`src/rscl_defs.svh`:
```
// Register offsets, field positions and reset values of the strap latch
// Overview of operation
// RQ1: Straps sampled once when reset releases, then held until the next reset.
// RQ2: Primary set host codes: 101 ISA-style, 110 processor bus A, 111 bus B.
// RQ3: Wait strap high means wait output active high, low means active low.
// RQ4: Memory straps pick DRAM organisation and how many address pins carry DRAM.
// RQ5: Memory code 00 frees address pins 11, 10, 9 as general I/O 2, 1, 3.
// RQ6: Codes 01 and 10 free pins 11, 10 as I/O 2, 1; code 11 frees none.
// RQ7: Spare strap a appears at readback register 0x0d bit 0.
// RQ8: Spare strap b appears at readback register 0x0d bit 1.
// RQ9: Spare strap c appears at readback register 0x0d bit 2.
// RQ10: Host set strap low picks primary set, high picks the alternate set.
// RQ11: Endian strap high gives little-endian, low gives big-endian host ordering.
`ifndef RSCL_DEFS_SVH
`define RSCL_DEFS_SVH

// Register offsets
`define RSCL_OFS_SPARE     8'h0d
`define RSCL_OFS_CFG       8'h0e
`define RSCL_OFS_GPIO_CTL  8'h0f
`define RSCL_OFS_GPIO_IN   8'h10

// Spare readback fields
`define RSCL_SPARE_A_BIT   0
`define RSCL_SPARE_B_BIT   1
`define RSCL_SPARE_C_BIT   2

// Configuration readback fields
`define RSCL_CFG_HOST_LSB  0
`define RSCL_CFG_HOST_MSB  2
`define RSCL_CFG_ENDIAN    3
`define RSCL_CFG_WAITPOL   4
`define RSCL_CFG_MEM_LSB   5
`define RSCL_CFG_MEM_MSB   6
`define RSCL_CFG_VALID     7

// General I/O control fields
`define RSCL_GPIO_OUT_LSB  0
`define RSCL_GPIO_OUT_MSB  2
`define RSCL_GPIO_OE_LSB   4
`define RSCL_GPIO_OE_MSB   6

// Reset values
`define RSCL_STRAP_RST     11'h000
`define RSCL_GPIO_CTL_RST  8'h00

`endif

```
`src/rscl_pkg.sv`:
```
// Types shared by the strap latch modules
package rscl_pkg;

    // Strap pins in pin order, highest strap first
    typedef struct packed {
        logic       hostSet;
        logic       spareC;
        logic       spareB;
        logic       spareA;
        logic [1:0] memOrg;
        logic       waitPol;
        logic       endian;
        logic [2:0] hostBus;
    } rscl_strap_t;

    // Decoded host bus choice
    typedef enum logic [2:0] {
        RSCL_HOST_OTHER = 3'b000,
        RSCL_HOST_ISA   = 3'b001,
        RSCL_HOST_PROCA = 3'b010,
        RSCL_HOST_PROCB = 3'b011,
        RSCL_HOST_ALT   = 3'b100
    } rscl_host_t;

    // DRAM organisation
    typedef enum logic [1:0] {
        RSCL_MEM_SYM256K = 2'b00,
        RSCL_MEM_SYM1M   = 2'b01,
        RSCL_MEM_ASY256K = 2'b10,
        RSCL_MEM_ASY1M   = 2'b11
    } rscl_mem_t;

    // Static settings handed to the rest of the chip
    typedef struct packed {
        rscl_host_t hostBus;
        logic       littleEndian;
        logic       waitActiveHigh;
        rscl_mem_t  memOrg;
    } rscl_cfg_t;

endpackage

```
`src/rscl_strap_capture.sv`:
```
// One-shot capture of the strap levels after reset release
`timescale 1ns/1ps
`include "rscl_defs.svh"

module rscl_strap_capture (
    // Clock and synchronised reset
    input  wire logic                 clk,
    input  wire logic                 rstnSync,
    // Strap levels
    input  wire rscl_pkg::rscl_strap_t strapIn,
    // Captured copy
    output      rscl_pkg::rscl_strap_t strapHeld,
    output      logic                 strapValid
);

    rscl_pkg::rscl_strap_t strapHeld_r;
    logic                  done_r;

    // Load only on the first edge after release, so straps freed later
    // as data pins cannot disturb the settings
    always_ff @(posedge clk or negedge rstnSync) begin
        if (!rstnSync) begin
            strapHeld_r <= `RSCL_STRAP_RST;
            done_r      <= 1'b0;
        end else if (!done_r) begin
            strapHeld_r <= strapIn; // RQ1
            done_r      <= 1'b1;
        end
    end

    assign strapHeld  = strapHeld_r;
    assign strapValid = done_r;

endmodule

```
`src/rscl_top.sv`:
```
// Strap latch top: reset release, decode, register port and address pin sharing
`timescale 1ns/1ps
`include "rscl_defs.svh"

module rscl_top #(
    parameter int ADDR_W = 8,
    parameter int DATA_W = 8
) (
    // Clock and reset
    input  wire logic               clk,
    input  wire logic               rstn,
    // Strap levels on the memory data pins, straps 11 down to 1
    input  wire logic [11:1]        configStraps,
    // Register port
    input  wire logic [ADDR_W-1:0]  regAddr,
    input  wire logic [DATA_W-1:0]  regWrData,
    input  wire logic               regWrStrobe,
    input  wire logic               regRdStrobe,
    output      logic [DATA_W-1:0]  regRdData,
    // Static settings
    output      rscl_pkg::rscl_cfg_t cfgOut,
    output      logic               cfgValid,
    // Wait request from the host interface and the wait pin
    input  wire logic               waitRequest,
    output      logic               waitPin,
    // DRAM address from the memory controller
    input  wire logic [11:0]        dramAddr,
    // Shared address pins
    input  wire logic [11:0]        dramAddrPinsIn,
    output      logic [11:0]        dramAddrPinsOut,
    output      logic [11:0]        dramAddrPinsOe,
    // General I/O levels seen on freed pins (bits 3..1)
    output      logic [3:1]         generalIoIn
);

    // Parameter check
    if (ADDR_W < 5 || DATA_W < 8) begin : gParamCheck
        $error("rscl_top: ADDR_W must be at least 5 and DATA_W at least 8");
    end

    // Which general I/O lines are freed, bit n-1 for general I/O n
    function automatic logic [2:0] freeMask(input rscl_pkg::rscl_mem_t org);
        logic [2:0] m;
        m = 3'h0;
        unique case (org)
            rscl_pkg::RSCL_MEM_SYM256K: m = 3'h7; // RQ5
            rscl_pkg::RSCL_MEM_SYM1M:   m = 3'h3; // RQ6
            rscl_pkg::RSCL_MEM_ASY256K: m = 3'h3; // RQ6
            rscl_pkg::RSCL_MEM_ASY1M:   m = 3'h0; // RQ6
        endcase
        return m;
    endfunction

    // Reset release through two flip-flops
    logic rstnMeta_r;
    logic rstnSync_r;

    always_ff @(posedge clk or negedge rstn) begin
        if (!rstn) begin
            rstnMeta_r <= 1'b0;
            rstnSync_r <= 1'b0;
        end else begin
            rstnMeta_r <= 1'b1;
            rstnSync_r <= rstnMeta_r;
        end
    end

    // Strap capture
    rscl_pkg::rscl_strap_t strapHeld;
    logic                  strapValid;

    rscl_strap_capture uCapture (
        .clk        (clk),
        .rstnSync   (rstnSync_r),
        .strapIn    (rscl_pkg::rscl_strap_t'(configStraps)),
        .strapHeld  (strapHeld),
        .strapValid (strapValid)
    );

    // Host bus decode; codes outside the three below belong to other buses
    rscl_pkg::rscl_host_t hostDecoded;
    wire logic            primarySet = !strapHeld.hostSet;
    wire logic            codeIsa    = strapHeld.hostBus == 3'h5;
    wire logic            codeProcA  = strapHeld.hostBus == 3'h6;
    wire logic            codeProcB  = strapHeld.hostBus == 3'h7;

    assign hostDecoded = !primarySet ? rscl_pkg::RSCL_HOST_ALT :   // RQ10
                         codeIsa     ? rscl_pkg::RSCL_HOST_ISA :   // RQ2
                         codeProcA   ? rscl_pkg::RSCL_HOST_PROCA : // RQ2
                         codeProcB   ? rscl_pkg::RSCL_HOST_PROCB : // RQ2
                                       rscl_pkg::RSCL_HOST_OTHER;

    // Settings assembled from the held straps
    rscl_pkg::rscl_cfg_t cfgNxt;
    rscl_pkg::rscl_mem_t memOrg;

    assign memOrg                = rscl_pkg::rscl_mem_t'(strapHeld.memOrg); // RQ4
    assign cfgNxt.hostBus        = hostDecoded;
    assign cfgNxt.littleEndian   = strapHeld.endian;  // RQ11
    assign cfgNxt.waitActiveHigh = strapHeld.waitPol; // RQ3
    assign cfgNxt.memOrg         = memOrg;

    // Freed lines follow the organisation
    wire logic [2:0] gpioFree = freeMask(memOrg);

    // General I/O control register written by software
    // Writes land even for lines that are not freed; the pin logic ignores them
    logic [7:0] gpioCtl_r;
    wire logic  ctlSel   = regAddr == ADDR_W'(`RSCL_OFS_GPIO_CTL);
    wire logic  ctlWrite = regWrStrobe && ctlSel;

    always_ff @(posedge clk or negedge rstnSync_r) begin
        if (!rstnSync_r) begin
            gpioCtl_r <= `RSCL_GPIO_CTL_RST;
        end else if (ctlWrite) begin
            gpioCtl_r <= regWrData[7:0];
        end
    end

    wire logic [2:0] gpioOut = gpioCtl_r[`RSCL_GPIO_OUT_MSB:`RSCL_GPIO_OUT_LSB];
    wire logic [2:0] gpioOe  = gpioCtl_r[`RSCL_GPIO_OE_MSB:`RSCL_GPIO_OE_LSB];

    // Address pin sharing: pin 11 is I/O 2, pin 10 is I/O 1, pin 9 is I/O 3
    logic [11:0] pinsOutNxt;
    logic [11:0] pinsOeNxt;
    logic [2:0]  ioInNxt;

    always_comb begin
        pinsOutNxt = dramAddr;
        pinsOeNxt  = 12'hfff;
        ioInNxt    = 3'h0;
        if (!strapValid) begin
            // Keep the pins quiet until the settings exist
            pinsOutNxt = 12'h000;
            pinsOeNxt  = 12'h000;
        end else begin
            if (gpioFree[1]) begin // RQ5
                pinsOutNxt[11] = gpioOut[1];
                pinsOeNxt[11]  = gpioOe[1];
                ioInNxt[1]     = dramAddrPinsIn[11];
            end
            if (gpioFree[0]) begin // RQ6
                pinsOutNxt[10] = gpioOut[0];
                pinsOeNxt[10]  = gpioOe[0];
                ioInNxt[0]     = dramAddrPinsIn[10];
            end
            if (gpioFree[2]) begin // RQ5
                pinsOutNxt[9] = gpioOut[2];
                pinsOeNxt[9]  = gpioOe[2];
                ioInNxt[2]    = dramAddrPinsIn[9];
            end
        end
    end

    // Wait pin level; idle level is the deasserted one for the polarity
    wire logic waitNxt = strapHeld.waitPol ? waitRequest : !waitRequest; // RQ3

    // Read decode
    wire logic [7:0] spareRd = {5'h00, strapHeld.spareC,   // RQ9
                                strapHeld.spareB,           // RQ8
                                strapHeld.spareA};          // RQ7
    wire logic [7:0] cfgRd   = {strapValid, memOrg, strapHeld.waitPol,
                                strapHeld.endian, hostDecoded};
    wire logic [7:0] ioInRd  = {1'b0, gpioFree, 1'b0, generalIoIn[3],
                                generalIoIn[2], generalIoIn[1]};
    wire logic       selSpare = regAddr == ADDR_W'(`RSCL_OFS_SPARE);
    wire logic       selCfg   = regAddr == ADDR_W'(`RSCL_OFS_CFG);
    wire logic       selIoIn  = regAddr == ADDR_W'(`RSCL_OFS_GPIO_IN);
    wire logic [7:0] rdMux    = selSpare ? spareRd :   // RQ7
                                selCfg   ? cfgRd :
                                ctlSel   ? gpioCtl_r :
                                selIoIn  ? ioInRd :
                                           8'h00;      // Unmapped reads zero
    wire logic [DATA_W-1:0] rdNxt = regRdStrobe ? DATA_W'(rdMux) : '0;

    // Output flops; data stand only in the cycle after the read strobe
    // Registered pins cost one cycle of address latency but keep
    // decode glitches off the board
    logic [DATA_W-1:0]   regRdData_r;
    rscl_pkg::rscl_cfg_t cfgOut_r;
    logic                cfgValid_r;
    logic                waitPin_r;
    logic [11:0]         pinsOut_r;
    logic [11:0]         pinsOe_r;
    logic [2:0]          ioIn_r;

    always_ff @(posedge clk or negedge rstnSync_r) begin
        if (!rstnSync_r) begin
            regRdData_r <= '0;
            cfgOut_r    <= '0;
            cfgValid_r  <= 1'b0;
            waitPin_r   <= 1'b0;
            pinsOut_r   <= 12'h000;
            pinsOe_r    <= 12'h000;
            ioIn_r      <= 3'h0;
        end else begin
            regRdData_r <= rdNxt;
            cfgOut_r    <= strapValid ? cfgNxt : '0; // RQ1
            cfgValid_r  <= strapValid;
            waitPin_r   <= strapValid ? waitNxt : 1'b0;
            pinsOut_r   <= pinsOutNxt;
            pinsOe_r    <= pinsOeNxt;
            ioIn_r      <= ioInNxt;
        end
    end

    assign regRdData       = regRdData_r;
    assign cfgOut          = cfgOut_r;
    assign cfgValid        = cfgValid_r;
    assign waitPin         = waitPin_r;
    assign dramAddrPinsOut = pinsOut_r;
    assign dramAddrPinsOe  = pinsOe_r;
    assign generalIoIn     = {ioIn_r[2], ioIn_r[1], ioIn_r[0]};

endmodule
```
`config.mk`:
```
export PLATFORM = sky130hd
export DESIGN_NAME = rscl_top
export DESIGN_NICKNAME = d
export VERILOG_FILES = /design/src/rscl_pkg.sv /design/src/rscl_strap_capture.sv /design/src/rscl_top.sv
export VERILOG_INCLUDE_DIRS = /design/src /design/src/src
export SDC_FILE = /design/constraint.sdc
export NUM_CORES = 1
export LEC_CHECK = 0
export CAP_MARGIN = 40
export CORE_MARGIN = 2
export CORE_UTILIZATION = 35
export DETAILED_ROUTE_END_ITERATION = 10
export DONT_BUFFER_PORTS = 1
export PLACE_DENSITY = 0.56
export SYNTH_ARGS = -nofsm -noshare
export SYNTH_HDL_FRONTEND = slang
export SYNTH_HIERARCHICAL = 1
export SYNTH_SLANG_ARGS = --single-unit
```
`constraint.sdc`:
```
create_clock -name clk -period 4 [get_ports clk]
set_input_delay 0.4 -clock clk [delete_from_list [all_inputs] [get_ports clk]]
set_output_delay 0.4 -clock clk [all_outputs]
set_load 0.01 [all_outputs]
```
* Word-level counts from Yosys, hierarchy flattened *
Cells that the tools add are included.

word-level totals
  register bits = 66
  input port bits = 56
  output and inout port bits = 44
  word-level logic and storage cells = 63

cells by class
  equal/unequal tests = 10
  muxes and demuxes = 27
  reductions and logical operators = 4

operators with widths
  cell                  count
  $mux W8               4
  $eq A8 B4 Y1 const B  3
  $mux W9               2
  $mux W7               2
  $mux W3               4
  $mux W1               11
  $eq A3 B3 Y1 const B  3
  $pmux W3 S3           1
  $eq A8 B5 Y1 const B  1
  $mux W2               3
  $eq A2 B2 Y1 const B  2
  $eq A2 B1 Y1 const B  1
  $logic_not A2 Y1      1
  $reduce_or A2 Y1      1
  $logic_and A1 B1 Y1   1
  $logic_not A1 Y1      1

* Longest topological paths before layout *
  depth in word-level cells = 8
  mapped depth = 5
  mapped depth without buffers = 4

* Hierarchy *
The synthesis kept the hierarchy.

by module, submodules not included
  module              instances  cells each  area each (um^2)  sequential area each (um^2)
  rscl_top            1          156         1868.0            1126.1
  rscl_strap_capture  1          25          476.7             300.3

* Worst setup path before layout *
No wires, ideal clock.

  path kind = input to register
  from = input regAddr[5]
  to = register regRdData_r[2], in the netlist regRdData[2]
  library setup time = 0.122 ns
  data arrival time = 1.637 ns
  data required time = 3.878 ns
  slack = 2.241 ns
  stages = 4
  path buffers = 1
  cells stage by stage = or3_4 or4b_1 clkbuf_2 o2111a_1

on the way
  cells in the longest elaborated chain, start to end = 6
  elaborated cells on any way between the ends = 9
  those cells by class = eq/ne (4); mux (5)

RTL lines
  item                    line             source
  start: declaration      rscl_top.sv:15   input wire logic [ADDR_W-1:0] regAddr,
  $eq A8 B5 Y1            rscl_top.sv:168  wire logic selIoIn = regAddr == ADDR_W'(`RSCL_OFS_GPIO_IN);
  $mux W7                 rscl_top.sv:172  selIoIn ? ioInRd :
  $mux W8                 rscl_top.sv:171  ctlSel ? gpioCtl_r :
  $mux W8                 rscl_top.sv:170  selCfg ? cfgRd :
  $mux W8 (*)             rscl_top.sv:169  wire logic [7:0] rdMux = selSpare ? spareRd :
  $mux W8 (*)             rscl_top.sv:174  wire logic [DATA_W-1:0] rdNxt = regRdStrobe ? DATA_W'(rdMux) : '0;
  named net rdNxt[2]      rscl_top.sv:174
  end signal: assignment  rscl_top.sv:197  regRdData_r <= rdNxt;
  end: declaration        rscl_top.sv:179  logic [DATA_W-1:0] regRdData_r;

Mark *: on every way through the listed nets, which the timed path passes. The rest lies on a longest branch.
A chain may end at the register's enable or synchronous reset.

==> summary.txt <==
count leader, synth: dfrtp_1
Peak supply drop: 0.201 mV
average size of a mapped cell: 13.0 um^2
Setup WS pre-CTS: 2.14 ns
crit share post-route: 41.4%
Synth cell types: 36
Mapped Cells: 181
Multi-input gate area: 808 um^2
status: finished with violations
hpwl dp: 3.51 mm
post-synth net total: 237
first-pass GRT wire length: 7.94 mm
Slew @ Worst Pin: 0.884 ns
Layout Skew: 0.00757 ns
Layout Nets: 235
Setup Crit Path Kind: reg -> out
clock transition at the registers of the reported paths: 0.07 ns
Power Total: 1.30 mW
Slew HR: 41.1%
WL final: 5.00 mm
Required @ worst endpoint: 3.60 ns
CTS tree: built
register area: 1430 um^2
post-synthesis sequential area ratio: 60.8%
CTS Buffer Depth: 2
met1 usage: 16.6%
Synth area leaders: dfrtp_1 61%, mux2_4 6.4%, mux2_2 4.3%, and2_1 4.3%, buf_4 2.9%
Yosys Warn Count: 6
violated checks: design-rule violations
Synth area leader: dfrtp_1
max capacitance violation total: 0
die width: 85.9 um
length of the first detailed-routing pass in iterations: 7
Most Crowded Layer GR: met2
# setup viols final: 0
Async SR Flop Fraction: 100%
fillcell total: 603
Post-synth EDFFs: 0
antenna cells: 0
final hold vios: 0
top_reg_cell synth: dfrtp_1
routed vias/inst: 5.25
Worst Path Max Fanout: 10
Worst Setup Start Kind: register
Num CTS Buffers: 9
share of the synthesized area in the top cell type: 60.8%
largest net degree at the start of global routing: 56
Leak: 1.16 nW
commonest cells in the netlist: 57 x dfrtp_1, 16 x and2_1, 10 x mux2_4
Final ANT Viol Nets: 0
gr usage total: 14.6%
Remaining DRCs: 6
FF+latch count, synth: 57
First DRT Iteration DRCs: 56
port bufs: 0
CP arrival: 1.26 ns
global route overflow: 0
IO Pins: 100
die area: 7370 um^2
GP Congestion: 0.783
worst-skew pair later-pin latency: 0.33 ns
Core ar.: 6420 um^2
met2 Track Usage GR: 22.4%
CTS resizes: 0
max-slew violation count: 0
met3 Usage GRT: 9.05%
routed via count: 1370
vias in the first global route: 1500
Crit. End Element: primary output
CTS sink cnt: 57
starting density of the core: 36.5%
CTS root buffer: clkbuf_8
unrepaired setup endpoints after global routing: no
crit path time final: 1.66 ns
die span in y: 85.9 um
P&R area growth vs syn: 10.2%
fin cells: 261
setup TNS: 0 ns
H-Tree Level Count: 3
Hold Crit Class: in -> reg
initial antenna violation count: 0
Placed Cells: 244
Row Count: 29
f_max: 604 MHz
setup ws final: 2.34 ns
fraction of layout cells with a size suffix above 1: 23.4%
PD cells: 504 nW/um^2
Mapped Area: 2340 um^2
drt wl/cell: 19.2 um
-- placed cells by master (no fill, tap or decap), types with 5 or more instances in the layout --
cell type   n
and3_1      7
mux2_2      9
nand2_1     9
and2_1     16
mux2_4     10
a21boi_0    5
dfrtp_1    56
nor2_1      5
clkbuf_8    9
nand3b_1    5
o21ai_0     6
-- metal layers --
metal  share of wire, %  vias to the layer above
li1                   -                      613
met1                 40                      691
met2                 50                       62
met3                9.5                        4
met4               0.98                        0
met5                  0                        -
-- final cells by class --
type | count | share of cell area [%]
flip-flops and latches | 57 | 55.3
multi-input cells | 106 | 31.3
clock buffers | 9 | 4.79
well taps | 77 | 3.73
clock inverters | 7 | 3.68
repair buffers | 3 | 0.969
inverters | 2 | 0.291
-- report_power, final --
group          switching, mW  internal [mW]  total [mW]
Clock                  0.238          0.349       0.587
Combinational         0.0327         0.0375      0.0702
Sequential            0.0367          0.609       0.646
Total                  0.308          0.996        1.30
-- cells by family after synthesis --
family,count (synthesis),share of synthesized area [%]
flip-flops,57,60.8
AND/OR/NAND/NOR,58,15.5
multiplexers,21,11.6
other,2,0.320
AO/OA/AOI/OAI,24,6.72
buffers and inverters,18,4.70
XOR/XNOR,1,0.374
-- registers in the layout, indices dropped and copies added (netlist names) --
register	flops
gpioCtl_r	8
uCapture/strapHeld	11
dramAddrPinsOe	4
uCapture/strapValid	1
regRdData	8
waitPin	1
dramAddrPinsOut	12
generalIoIn	3
rstnSync_r	1
cfgOut	7
rstnMeta_r	1
-- path summary, 6_finish.rpt --
check	start	slack, ns	depth (start not counted)	end
setup / recovery	dramAddrPinsOe[3]$_DFF_PN0_	2.34	0	dramAddrPinsOe[8]
hold / removal	dramAddr[4]	0.19	1	dramAddrPinsOut[4]$_DFF_PN0_
setup reg to reg	uCapture/strapValid$_DFF_PN0_	2.53	2	uCapture/strapHeld[0]$_DFFE_PN0N_
hold reg to reg	rstnMeta_r$_DFF_PN0_	0.36	0	rstnSync_r$_DFF_PN0_
max in group asynchronous	rstnSync_r$_DFF_PN0_	3.15	1	regRdData[0]$_DFF_PN0_
min in group asynchronous	rstn	0.29	1	rstnMeta_r$_DFF_PN0_
-- metrics by stage --
step / utilization, % / area [um^2] / hold slack (ns)
floorplan: - / 2340 / 0.104
global placement: 36.7 / 2350 / 0.104
detailed placement: 36.7 / 2350 / 0.104
CTS: 40.2 / 2580 / 0.184
global route: 40.2 / 2580 / 0.172
finish: 40.2 / 2580 / 0.195
-- what timing repair did --
item | in CTS | in global routing
hold buffers | 1 | 0
endpoints found under the setup margin | 0 | 0
endpoints found under the hold margin | 2 | 0
buffers inserted | 0 | 0
(Power assumes the default switching activity.)
